## config.mk

```make
export PLATFORM = sky130hd
export DESIGN_NAME = spc_ctrl
export DESIGN_NICKNAME = d
export VERILOG_FILES = /design/src/inc/spc_pkg.sv /design/src/spc_ref_tick.sv /design/src/spc_tune_store.sv /design/src/spc_ctrl.sv
export SDC_FILE = /design/constraint.sdc
export NUM_CORES = 1
export LEC_CHECK = 0
export BUFFER_PORTS_ARGS = -buffer_cell sky130_fd_sc_hd__buf_2
export CAP_MARGIN = 20
export CORE_MARGIN = 2
export CORE_UTILIZATION = 25
export CTS_CLUSTER_SIZE = 8
export DETAILED_ROUTE_END_ITERATION = 10
export PLACE_DENSITY = 0.44
export SYNTH_ARGS = -nofsm -noshare
export SYNTH_HDL_FRONTEND = slang
export SYNTH_SLANG_ARGS = --single-unit
```

## constraint.sdc

```tcl
create_clock -name core_clk -period 4.6 [get_ports core_clk]
set_input_delay 0.46 -clock core_clk [delete_from_list [all_inputs] [get_ports core_clk]]
set_output_delay 0.46 -clock core_clk [all_outputs]
set_load 0.01 [all_outputs]
```

## src/inc/spc_pkg.sv

```systemverilog
// Package of constants and types for the synthesiser self-calibration and power controller.
package spc_pkg;

  // Width of one tuning value: oscillator tuning word and charge-pump current word.
  localparam int SPC_OSC_W = 6;
  localparam int SPC_PUMP_W = 4;

  // Reset value of stored tuning words.
  localparam logic [5:0] SPC_OSC_RST = 6'h20;
  localparam logic [3:0] SPC_PUMP_RST = 4'h8;

  // Pin source select field width and the codes this block serves.
  localparam int SPC_SEL_W = 4;
  localparam logic [3:0] SPC_SEL_LOW = 4'h0;
  localparam logic [3:0] SPC_SEL_LOCK = 4'h1;
  localparam logic [3:0] SPC_SEL_CAL_DONE = 4'h2;
  localparam logic [3:0] SPC_SEL_HIGH = 4'h3;

  // Signal strength select codes; zero switches the function off.
  localparam logic [1:0] SPC_RSSI_OFF = 2'h0;

  // Worst-case calibration time in ms at the lowest reference rate of 1 MHz.
  localparam int SPC_CAL_MS = 34;
  localparam int SPC_REF_MIN_KHZ = 1000;
  // Reference cycles in a calibration: time times rate, a fixed count, so the time scales inversely with the reference.
  localparam int SPC_CAL_REF_CYCLES = SPC_CAL_MS * SPC_REF_MIN_KHZ;
  // Reference divider range.
  localparam logic [3:0] SPC_REFDIV_MIN = 4'h2;

  // Calibration sequencer states, one-hot.
  typedef enum logic [3:0] {
    SPC_IDLE = 4'b0001,
    SPC_RUN = 4'b0010,
    SPC_DONE = 4'b0100,
    SPC_WAIT_CLR = 4'b1000
  } spc_state_t;

endpackage

```

## src/spc_ref_tick.sv

```systemverilog
// Reference clock tick generator: divides the core clock by the programmed reference divider.
`timescale 1ns/100ps
module spc_ref_tick
  import spc_pkg::*;
(
  input wire logic core_clk,
  input wire logic rst_n,
  input wire logic [3:0] ref_div,
  output logic ref_tick
);

  // Cycle counter within one reference period.
  logic [3:0] count;
  // Divider clamped so that illegal values still give a legal period.
  logic [3:0] div_eff;

  // Values below the legal minimum behave as the minimum.
  always_comb
  begin
    div_eff = (ref_div < SPC_REFDIV_MIN) ? SPC_REFDIV_MIN : ref_div;
  end

  // Counter wraps every div_eff cycles; a divider change takes effect at once, within the current period.
  always_ff @(posedge core_clk)
  begin
    if (!rst_n)
    begin
      count <= 4'h0;
    end
    else if (count >= div_eff - 4'h1)
    begin
      count <= 4'h0;
    end
    else
    begin
      count <= count + 4'h1;
    end
  end

  // Tick is a registered one-cycle pulse at each wrap.
  always_ff @(posedge core_clk)
  begin
    if (!rst_n)
    begin
      ref_tick <= 1'b0;
    end
    else
    begin
      ref_tick <= (count >= div_eff - 4'h1);
    end
  end

endmodule

```

## src/spc_tune_store.sv

```systemverilog
// Two-entry store of calibration results, one entry per frequency word.
`timescale 1ns/100ps
module spc_tune_store
  import spc_pkg::*;
(
  input wire logic core_clk,
  input wire logic rst_n,
  input wire logic wr_en,
  input wire logic wr_both,
  input wire logic wr_word,
  input wire logic [5:0] wr_osc,
  input wire logic [3:0] wr_pump,
  input wire logic rd_word,
  output logic [5:0] rd_osc,
  output logic [3:0] rd_pump
);

  // One entry per frequency word.
  logic [5:0] osc_mem [2];
  logic [3:0] pump_mem [2];

  // Writes store the result; shared mode fills both entries at once.
  always_ff @(posedge core_clk)
  begin
    if (!rst_n)
    begin
      osc_mem[0] <= SPC_OSC_RST;
      osc_mem[1] <= SPC_OSC_RST;
      pump_mem[0] <= SPC_PUMP_RST;
      pump_mem[1] <= SPC_PUMP_RST;
    end
    else if (wr_en)
    begin
      if (wr_both || !wr_word)
      begin
        osc_mem[0] <= wr_osc;
        pump_mem[0] <= wr_pump;
      end
      if (wr_both || wr_word)
      begin
        osc_mem[1] <= wr_osc;
        pump_mem[1] <= wr_pump;
      end
    end
  end

  // Read data are registered, one cycle after the select.
  always_ff @(posedge core_clk)
  begin
    if (!rst_n)
    begin
      rd_osc <= SPC_OSC_RST;
      rd_pump <= SPC_PUMP_RST;
    end
    else
    begin
      rd_osc <= osc_mem[rd_word];
      rd_pump <= pump_mem[rd_word];
    end
  end

endmodule

```

## src/spc_ctrl.sv

```systemverilog
// Synthesiser self-calibration sequencer, tuning result handling and power-down controls.
//
// Contract
// RULE_01 - Host sets frequency before starting calibration.
// RULE_02 - Calibration result held while power applied.
// RULE_03 - Completion flag raised; timed wait covers worst case.
// RULE_04 - Calibration time scales inversely with reference rate.
// RULE_05 - Completion flag selectable onto status output pin.
// RULE_06 - Host clears start bit after completion.
// RULE_07 - Separate calibration values per frequency word.
// RULE_08 - Host calibrates words separately when far apart.
// RULE_09 - Dual bit selects shared or separate calibration.
// RULE_10 - Result readable through two readback values.
// RULE_11 - Readback follows selected word in separate mode.
// RULE_12 - Force values used when both overrides set.
// RULE_13 - Independent power-down bits for four sections.
// RULE_14 - Host zeroes output power before power-down.
// RULE_15 - Host leaves latch line high during power-down.
// RULE_16 - Signal strength select gates shared output function.
// RULE_17 - Select bit picks word A or B.
// RULE_18 - Pin source field chooses status pin function.
// RULE_19 - Flag holds until start clears; new start needs edge.
// RULE_20 - Wait timer counts reference clock cycles.
`timescale 1ns/100ps
module spc_ctrl
  import spc_pkg::*;
(
  input wire logic core_clk,
  input wire logic rst_n,
  input wire logic cal_start,
  input wire logic cal_dual,
  input wire logic cal_wait,
  input wire logic freq_word_sel,
  input wire logic [3:0] ref_div,
  input wire logic [5:0] osc_tune_meas,
  input wire logic [3:0] pump_tune_meas,
  input wire logic pll_lock,
  input wire logic [3:0] pin_source_sel,
  input wire logic [1:0] signal_strength_out_sel,
  input wire logic [5:0] tune_force_first,
  input wire logic oscillator_force_enable,
  input wire logic [3:0] tune_force_second,
  input wire logic pump_force_enable,
  input wire logic rx_power_down,
  input wire logic tx_power_down,
  input wire logic synth_power_down,
  input wire logic xosc_power_down,
  output logic cal_complete,
  output logic cal_busy,
  output logic status_output_pin,
  output logic [5:0] tune_readback_first,
  output logic [3:0] tune_readback_second,
  output logic [5:0] osc_tune_apply,
  output logic [3:0] pump_tune_apply,
  output logic synth_word_b,
  output logic rx_enable,
  output logic tx_enable,
  output logic synth_enable,
  output logic xosc_enable,
  output logic signal_strength_enable
);

  // Start bit after the two-stage synchroniser; first stage feeds only the second.
  logic start_meta;
  logic start_sync;
  // Previous synchronised start, for rising edge detection.
  logic start_prev;
  logic start_rise;
  // Sequencer state and its next value.
  spc_state_t state;
  spc_state_t next_state;
  // Reference tick from the divider.
  logic ref_tick;
  // Reference cycles counted during a calibration.
  logic [15:0] ref_count;
  // Word being calibrated, latched at start.
  logic cal_word;
  // Shared-mode choice latched at start so a mid-run change has no effect.
  logic cal_shared;
  // Store write strobe and stored values for the selected word.
  logic store_wr;
  logic [5:0] stored_osc;
  logic [3:0] stored_pump;

  // Reference tick generator: the timer runs on reference periods, not core cycles.
  spc_ref_tick u_ref_tick (
    .core_clk(core_clk),
    .rst_n(rst_n),
    .ref_div(ref_div),
    .ref_tick(ref_tick)
  );

  // Start bit arrives from the serial interface domain, so it is synchronised.
  always_ff @(posedge core_clk)
  begin
    if (!rst_n)
    begin
      start_meta <= 1'b0;
      start_sync <= 1'b0;
    end
    else
    begin
      start_meta <= cal_start;
      start_sync <= start_meta;
    end
  end

  // Edge history of the synchronised start bit.
  always_ff @(posedge core_clk)
  begin
    if (!rst_n)
    begin
      start_prev <= 1'b0;
    end
    else
    begin
      start_prev <= start_sync;
    end
  end

  // Only a fresh rising start launches a run; a held start does not retrigger.
  assign start_rise = start_sync && !start_prev; // RULE_19

  // Next-state logic of the calibration sequencer.
  always_comb
  begin
    next_state = state;
    unique case (state)
      SPC_IDLE:
      begin
        if (start_rise)
        begin
          next_state = SPC_RUN; // RULE_01
        end
      end
      SPC_RUN:
      begin
        // Run length is a fixed count of reference periods, so shorter at faster rates.
        if (ref_tick && ref_count == 16'(SPC_CAL_REF_CYCLES - 1))
        begin
          next_state = SPC_DONE; // RULE_04
        end
      end
      SPC_DONE:
      begin
        next_state = SPC_WAIT_CLR;
      end
      SPC_WAIT_CLR:
      begin
        // Flag holds here until the host drops the start bit.
        if (!start_sync)
        begin
          next_state = SPC_IDLE; // RULE_19
        end
      end
      default:
      begin
        next_state = SPC_IDLE;
      end
    endcase
  end

  // State register.
  always_ff @(posedge core_clk)
  begin
    if (!rst_n)
    begin
      state <= SPC_IDLE;
    end
    else
    begin
      state <= next_state;
    end
  end

  // Reference period counter, cleared at the start of each run.
  always_ff @(posedge core_clk)
  begin
    if (!rst_n)
    begin
      ref_count <= 16'h0000;
    end
    else if (state != SPC_RUN)
    begin
      ref_count <= 16'h0000;
    end
    else if (ref_tick)
    begin
      ref_count <= ref_count + 16'h0001; // RULE_20
    end
  end

  // Latch target word and mode at launch.
  always_ff @(posedge core_clk)
  begin
    if (!rst_n)
    begin
      cal_word <= 1'b0;
      cal_shared <= 1'b0;
    end
    else if (state == SPC_IDLE && start_rise)
    begin
      cal_word <= freq_word_sel;
      cal_shared <= cal_dual; // RULE_09
    end
  end

  // The result is written once, at the end of a run.
  assign store_wr = (state == SPC_DONE);

  // Results persist until reset, which stands in for loss of power.
  spc_tune_store u_store (
    .core_clk(core_clk),
    .rst_n(rst_n),
    .wr_en(store_wr), // RULE_02
    .wr_both(cal_shared), // RULE_09
    .wr_word(cal_word), // RULE_07
    .wr_osc(osc_tune_meas),
    .wr_pump(pump_tune_meas),
    .rd_word(freq_word_sel), // RULE_11
    .rd_osc(stored_osc),
    .rd_pump(stored_pump)
  );

  // Completion flag is set at the end of a run and cleared only with the start bit.
  always_ff @(posedge core_clk)
  begin
    if (!rst_n)
    begin
      cal_complete <= 1'b0;
      cal_busy <= 1'b0;
    end
    else
    begin
      cal_complete <= (next_state == SPC_DONE) || (next_state == SPC_WAIT_CLR); // RULE_03
      cal_busy <= (next_state == SPC_RUN);
    end
  end

  // Readback shows the stored result of the selected word.
  always_ff @(posedge core_clk)
  begin
    if (!rst_n)
    begin
      tune_readback_first <= SPC_OSC_RST;
      tune_readback_second <= SPC_PUMP_RST;
    end
    else
    begin
      tune_readback_first <= stored_osc; // RULE_10
      tune_readback_second <= stored_pump; // RULE_10
    end
  end

  // Applied tuning: forced values only when both overrides are set together.
  always_ff @(posedge core_clk)
  begin
    if (!rst_n)
    begin
      osc_tune_apply <= SPC_OSC_RST;
      pump_tune_apply <= SPC_PUMP_RST;
    end
    else if (oscillator_force_enable && pump_force_enable)
    begin
      osc_tune_apply <= tune_force_first; // RULE_12
      pump_tune_apply <= tune_force_second; // RULE_12
    end
    else
    begin
      osc_tune_apply <= stored_osc;
      pump_tune_apply <= stored_pump;
    end
  end

  // Status pin mux; unknown codes drive low so the pin never floats.
  always_ff @(posedge core_clk)
  begin
    if (!rst_n)
    begin
      status_output_pin <= 1'b0;
    end
    else
    begin
      case (pin_source_sel) // RULE_18
        SPC_SEL_LOCK: status_output_pin <= pll_lock;
        SPC_SEL_CAL_DONE: status_output_pin <= cal_complete; // RULE_05
        SPC_SEL_HIGH: status_output_pin <= 1'b1;
        default: status_output_pin <= 1'b0;
      endcase
    end
  end

  // Word select, power-down decode and signal strength enable; the host's
  // power-level and latch-line duties are outside this logic.
  always_ff @(posedge core_clk)
  begin
    if (!rst_n)
    begin
      synth_word_b <= 1'b0;
      rx_enable <= 1'b0;
      tx_enable <= 1'b0;
      synth_enable <= 1'b0;
      xosc_enable <= 1'b0;
      signal_strength_enable <= 1'b0;
    end
    else
    begin
      synth_word_b <= freq_word_sel; // RULE_17
      rx_enable <= !rx_power_down; // RULE_13
      tx_enable <= !tx_power_down; // RULE_13
      synth_enable <= !synth_power_down; // RULE_13
      xosc_enable <= !xosc_power_down; // RULE_13
      signal_strength_enable <= (signal_strength_out_sel != SPC_RSSI_OFF); // RULE_16
    end
  end

endmodule

```

After elaboration in Yosys (flattened, before gate mapping)
Memory sizes are Yosys's and may differ from the RTL's. A register that Yosys moved wholly into a read port is not among the register bits.
Cells that the tools add are included.
{"block": "totals", "register_bits": 59, "word_cells": 85, "n_memories": 2, "input_bits": 43, "mem_bits_rw": 20}
{"memory": "u_store.osc_mem", "depth": 2, "word_bits": 6, "rd": 1, "rd_clocked_by_memory_dff": 1, "wr": 2, "line_no": "spc_tune_store.sv:19", "rtl": "logic [5:0] osc_mem [2];"}
{"memory": "u_store.pump_mem", "depth": 2, "word_bits": 4, "rd": 1, "rd_clocked_by_memory_dff": 1, "wr": 2, "line_no": "spc_tune_store.sv:20", "rtl": "logic [3:0] pump_mem [2];"}
{"block": "op_classes", "eq_ne": 12, "order_cmp": 2, "n_reduce_logical": 18, "mux": 21, "addsub": 3, "bitwise_logic": 5}
{"operator": "4-bit two-way mux", "n": 7}
{"operator": "6-bit two-way mux", "n": 3}
{"operator": "16-bit by 1-bit adder with 16-bit output, second input constant", "n": 1}
{"operator": "16-bit equality test, second input constant", "n": 1}
{"operator": "4-bit by 2-bit equality test with 1-bit output, second input constant", "n": 4}
{"operator": "4-bit one-hot mux with 4 select lines", "n": 1}
{"operator": "1-bit two-way mux", "n": 9}
{"operator": "4-bit by 1-bit equality test with 1-bit output, second input constant", "n": 2}
{"operator": "4-bit by 3-bit equality test with 1-bit output, second input constant", "n": 2}
{"operator": "4-bit equality test, second input constant", "n": 2}
{"operator": "1-bit logical NOT", "n": 8}
{"operator": "4-bit by 1-bit adder with 4-bit output, second input constant", "n": 1}
{"operator": "4-bit >= comparator", "n": 1}
{"operator": "1-bit logical AND", "n": 4}
{"operator": "4-bit by 2-bit < comparator with 1-bit output, second input constant", "n": 1}
{"operator": "4-bit by 2-bit inequality test with 1-bit output, second input constant", "n": 1}
{"operator": "1-bit bitwise OR", "n": 4}
{"operator": "2-bit OR reduction", "n": 2}
{"operator": "4-bit by 1-bit subtractor with 4-bit output, second input constant", "n": 1}
{"operator": "1-bit logical OR", "n": 3}
{"operator": "1-bit one-hot mux with 3 select lines", "n": 1}
{"operator": "2-bit nonzero test", "n": 1}
{"operator": "1-bit NOT", "n": 1}

Longest topological paths before layout
{"block": "depth", "depth_word": 7, "depth_mapped": 8}

Modules after synthesis
Synthesis repeated with hierarchy kept, for this count alone.
{"block": "hier_totals", "cells_unflattened": 308, "hier_area_um2": 3326.9}
{"mod": "spc_ctrl", "area_per_inst_um2": 1950.6, "cells_per_inst": 208, "instances": 1}
{"mod": "spc_tune_store", "area_per_inst_um2": 1073.5, "cells_per_inst": 69, "instances": 1}
{"mod": "spc_ref_tick", "area_per_inst_um2": 302.8, "cells_per_inst": 31, "instances": 1}

Worst setup path after synthesis
Ideal clock, no wire load.
{"block": "synth_timing", "path_kind": "input to register", "start": "input ref_div[3]", "end": "register u_ref_tick.count[3]", "setup_time_ns": 0.127, "cell_stages": 6, "setup_slack_ns": 2.786, "t_arrival_ns": 1.687, "n_path_buf": 0, "cell_sequence": "o31ai_1 ha_1 ha_1 a21oi_1 o211ai_1 nor2_1"}
{"block": "synth_between", "elab_chain_cells": 5}
{"item": "from (decl)", "line_no": "spc_ctrl.sv:34", "rtl": "input wire logic [3:0] ref_div,"}
{"item": "4-bit by 2-bit < comparator with 1-bit output", "line_no": "spc_ref_tick.sv:20", "rtl": "div_eff = (ref_div < SPC_REFDIV_MIN) ? SPC_REFDIV_MIN : ref_div;"}
{"item": "4-bit two-way mux *", "line_no": "spc_ref_tick.sv:20"}
{"item": "4-bit by 1-bit subtractor with 4-bit output *", "line_no": "spc_ref_tick.sv:30", "rtl": "else if (count >= div_eff - 4'h1)"}
{"item": "4-bit >= comparator *", "line_no": "spc_ref_tick.sv:30"}
{"item": "2-bit OR reduction (no line) *"}
{"item": "to (signal assigned)", "line_no": "spc_ref_tick.sv:36", "rtl": "count <= count + 4'h1;"}
{"item": "to (decl)", "line_no": "spc_ref_tick.sv:13", "rtl": "logic [3:0] count;"}
Mark *: on every way between the ends. The rest lies on a longest branch, timed or not.
A chain may end at the register's enable or synchronous reset.

Worst setup path after layout
{"block": "layout_timing", "start": "input rst_n", "end": "register ref_count[11]"}
{"block": "layout_between", "elab_chain_cells": 2}
{"item": "from (decl)", "line_no": "spc_ctrl.sv:29", "rtl": "input wire logic rst_n,"}
{"item": "1-bit NOT (no line)"}
{"item": "2-bit OR reduction (no line)"}
{"item": "to (signal assigned)", "line_no": "spc_ctrl.sv:189", "rtl": "ref_count <= ref_count + 16'h0001;"}
{"item": "to (decl)", "line_no": "spc_ctrl.sv:75", "rtl": "logic [15:0] ref_count;"}
Every way passes these cells.

==> impl_metrics.py <==
metrics = {
    "outcome": {
        "status": "finished, final reports clean",
    },
    "placed_design": {
        "portBuffers": 70,
        "place_area_um2": 3900,
        "dp.final_hpwl_mm": 4.59,
        "gp_congestion": 0.731,
        "pre_cts_slack_ps": 2140,
        "dp.cells": 544,
    },
    "sta": {
        "hold_violations": 0,
        "rsz0062_at_grt": "false",
        "hold_ws_ps": 271,
        "max_freq_mhz": 497,
        "layout_setup_ws_ps": 2590,
        "finClkSkew_ps": 4.35,
        "period_share": 0.438,
        "tightestPinTransition_ps": 980,
        "setup_viol": 0,
        "finalCriticalPeriod_ps": 2010,
        "relSlewSlack": 0.347,
        "tns_ps": 0,
        "drv_slew": 0,
    },
    "route": {
        "drc_errors": 0,
        "viasPerCell": 4.18,
        "drt_iter0_drc": 96,
        "dr_total_vias": 2339,
        "wl_per_cell_um": 11.8,
        "firstDrtPassIters": 4,
        "ant_nets": 0,
        "totalWireLength_mm": 6.58,
    },
    "synthesis": {
        "netlist_instances": 308,
        "syn_area_um2": 3370,
        "synth_mux_area_frac": 0.0450,
        "ys_types": 39,
        "synth_compound_area_frac": 0.0632,
        "syn-num-nets": 358,
        "synth_xor_area_frac": 0.0364,
        "yosys.area_share.simple": 0.222,
        "synthAdderAreaFrac": 0.0260,
        "synthArstFlopShare": 0,
        "ys_seq_area_frac": 0.589,
        "ys.flop_type": "dfxtp_1",
        "ys_warn_count": 0,
        "synth_top_family_by_area": "simple AND/OR/NAND/NOR gates",
        "ys_ff_latch": 89,
        "syn_avg_cell_area_um2": 10.9,
        "synth_edf_count": 20,
    },
    "clock_network": {
        "clkSlewWorstSetupHoldPaths_ps": 60,
        "cts_resized": 0,
        "tritoncts.num_buffers": 9,
        "cts-htree-levels": 3,
        "insertion_delay_ps": 340,
        "cts_hold_buf": 0,
        "cts_root_buf": "clkbuf_16",
        "cts_tree": "done",
        "clockBufferDepth": 2,
        "cts_setup_buffers": 0,
        "cts.sinks": 89,
    },
    "setup_path": {
        "regToRegSetupSlack_ps": 2720,
        "worstSetupStartpoint": "rst_n",
        "crit_type": "in -> reg",
        "cp_data_required_time_ps": 4880,
        "crit_path_start_kind": "input port",
        "end_kind": "register",
        "rr_startpoint": "state[3]$_SDFF_PN0_",
        "crit_arrival_ps": 2300,
        "crit_fanout": 61,
    },
    "die": {
        "num_io_pins": 72,
        "design.die.area_um2": 14400,
        "chipHeight_um": 120,
        "die_width_um": 120,
        "start_util": 0.255,
        "core_um2": 13200,
        "rows": 42,
    },
    "final_layout": {
        "fin_util": 0.321,
        "fillers": 1376,
        "stdcell_area_um2": 4230,
        "area_growth_pct": 25.8,
        "diodes": 0,
        "final_cell_mix": "buf_2, dfxtp_1, nand2_1, nor2_1, edfxtp_1",
        "drive_gt1_frac": 0.232,
        "mostFrequentLayoutCell": "buf_2",
        "final_cells": 560,
        "num-nets-final": 429,
    },
    "global_route": {
        "antenna_found_initial": 0,
        "grt_pass1_wl_mm": 11.2,
        "grt_pass1_vias": 2324,
        "grt_use_total": 0.0997,
        "grt_overflow": 0,
        "grt_max_degree": 62,
    },
    "worst_hold_path": {
        "min-delay-start": "synth_power_down",
        "hp-class": "in -> reg",
    },
    "power": {
        "power_mw": 1.77,
        "p_leak_nw": 1.73,
        "ir_drop_v": 0.000161,
        "power_density_nw_per_um2": 418,
    },
    "run": {
        "maxCapViolations": 0,
    },
}
## registers in the layout, summed over array words and instances (netlist names), 4 cells and up
| signal | flops |
|---|---|
| state | 4 |
| u_ref_tick.count | 4 |
| ref_count | 16 |
| u_store.osc_mem | 12 |
| pump_tune_apply | 4 |
| u_store.pump_mem | 8 |
| tune_readback_second | 4 |
| u_store.rd_pump | 4 |
| u_store.rd_osc | 6 |
| tune_readback_first | 6 |
| osc_tune_apply | 6 |
## final timing paths
path | endpoint | cells after the start
hold / removal | synth_enable$_SDFF_PN0_ | 2
hold reg to reg | start_sync$_SDFF_PN0_ | 1
setup reg to reg | ref_count[11]$_SDFFE_PP0P_ | 4
setup / recovery | ref_count[11]$_SDFFE_PP0P_ | 4
## final cells by class
type	instances	area, um^2	share of cell area
Sequential cell	89	1980	0.468
Multi-Input combinational cell	204	1320	0.312
Timing Repair Buffer	71	358	0.0845
Clock buffer	11	254	0.0600
Tap cell	176	220	0.0520
Clock inverter	5	83.8	0.0198
Inverter	4	15.0	0.00355
## per-layer routing
layer	vias up	share of wire	GRT usage
met4	0	0.010	0.0419
met2	55	0.46	0.156
met5	-	0	0
li1	1211	-	-
met1	1068	0.47	0.121
met3	5	0.056	0.0404
## logic make-up (layout without fill, tap and decap cells)
kind of cell               after synthesis  after routing
AOI/OAI and AO/OA                       33             33
xor gates and xnor gates                14             14
adders and majority gates                7              7
buffers and inverters                   15             91
DFF                                     89             89
muxes                                   15             15
and+or+nand+nor                        135            135
## power breakdown
group	internal, mW	switching (mW)
clock network	0.513	0.307
logic	0.0502	0.0551
registers	0.829	0.0141
## critical path, cell delays in order
cell     delay, ps
buf_2          710
nand2_2        420
or4_1          600
nand2_1         70
## cell usage after synthesis, types with 3 or more instances
cell	instances	share of area
nand3_1	8	0.012
nand4_1	5	0.0093
xor2_1	8	0.021
and2_1	17	0.032
o211ai_1	3	0.0067
mux2i_1	14	0.042
a21boi_0	8	0.018
nand2_1	33	0.037
ha_1	7	0.026
nand2b_1	5	0.0093
edfxtp_1	20	0.18
inv_1	4	0.0045
dfxtp_1	69	0.41
nor4b_1	4	0.010
and3_1	10	0.019
xnor2_1	6	0.016
nor2b_1	15	0.028
o21ai_0	8	0.012
nor2_1	21	0.023
o31ai_1	3	0.0067
a21oi_1	8	0.012
or3_1	3	0.0056
clkbuf_1	8	0.0089
(Power assumes the default switching activity.)
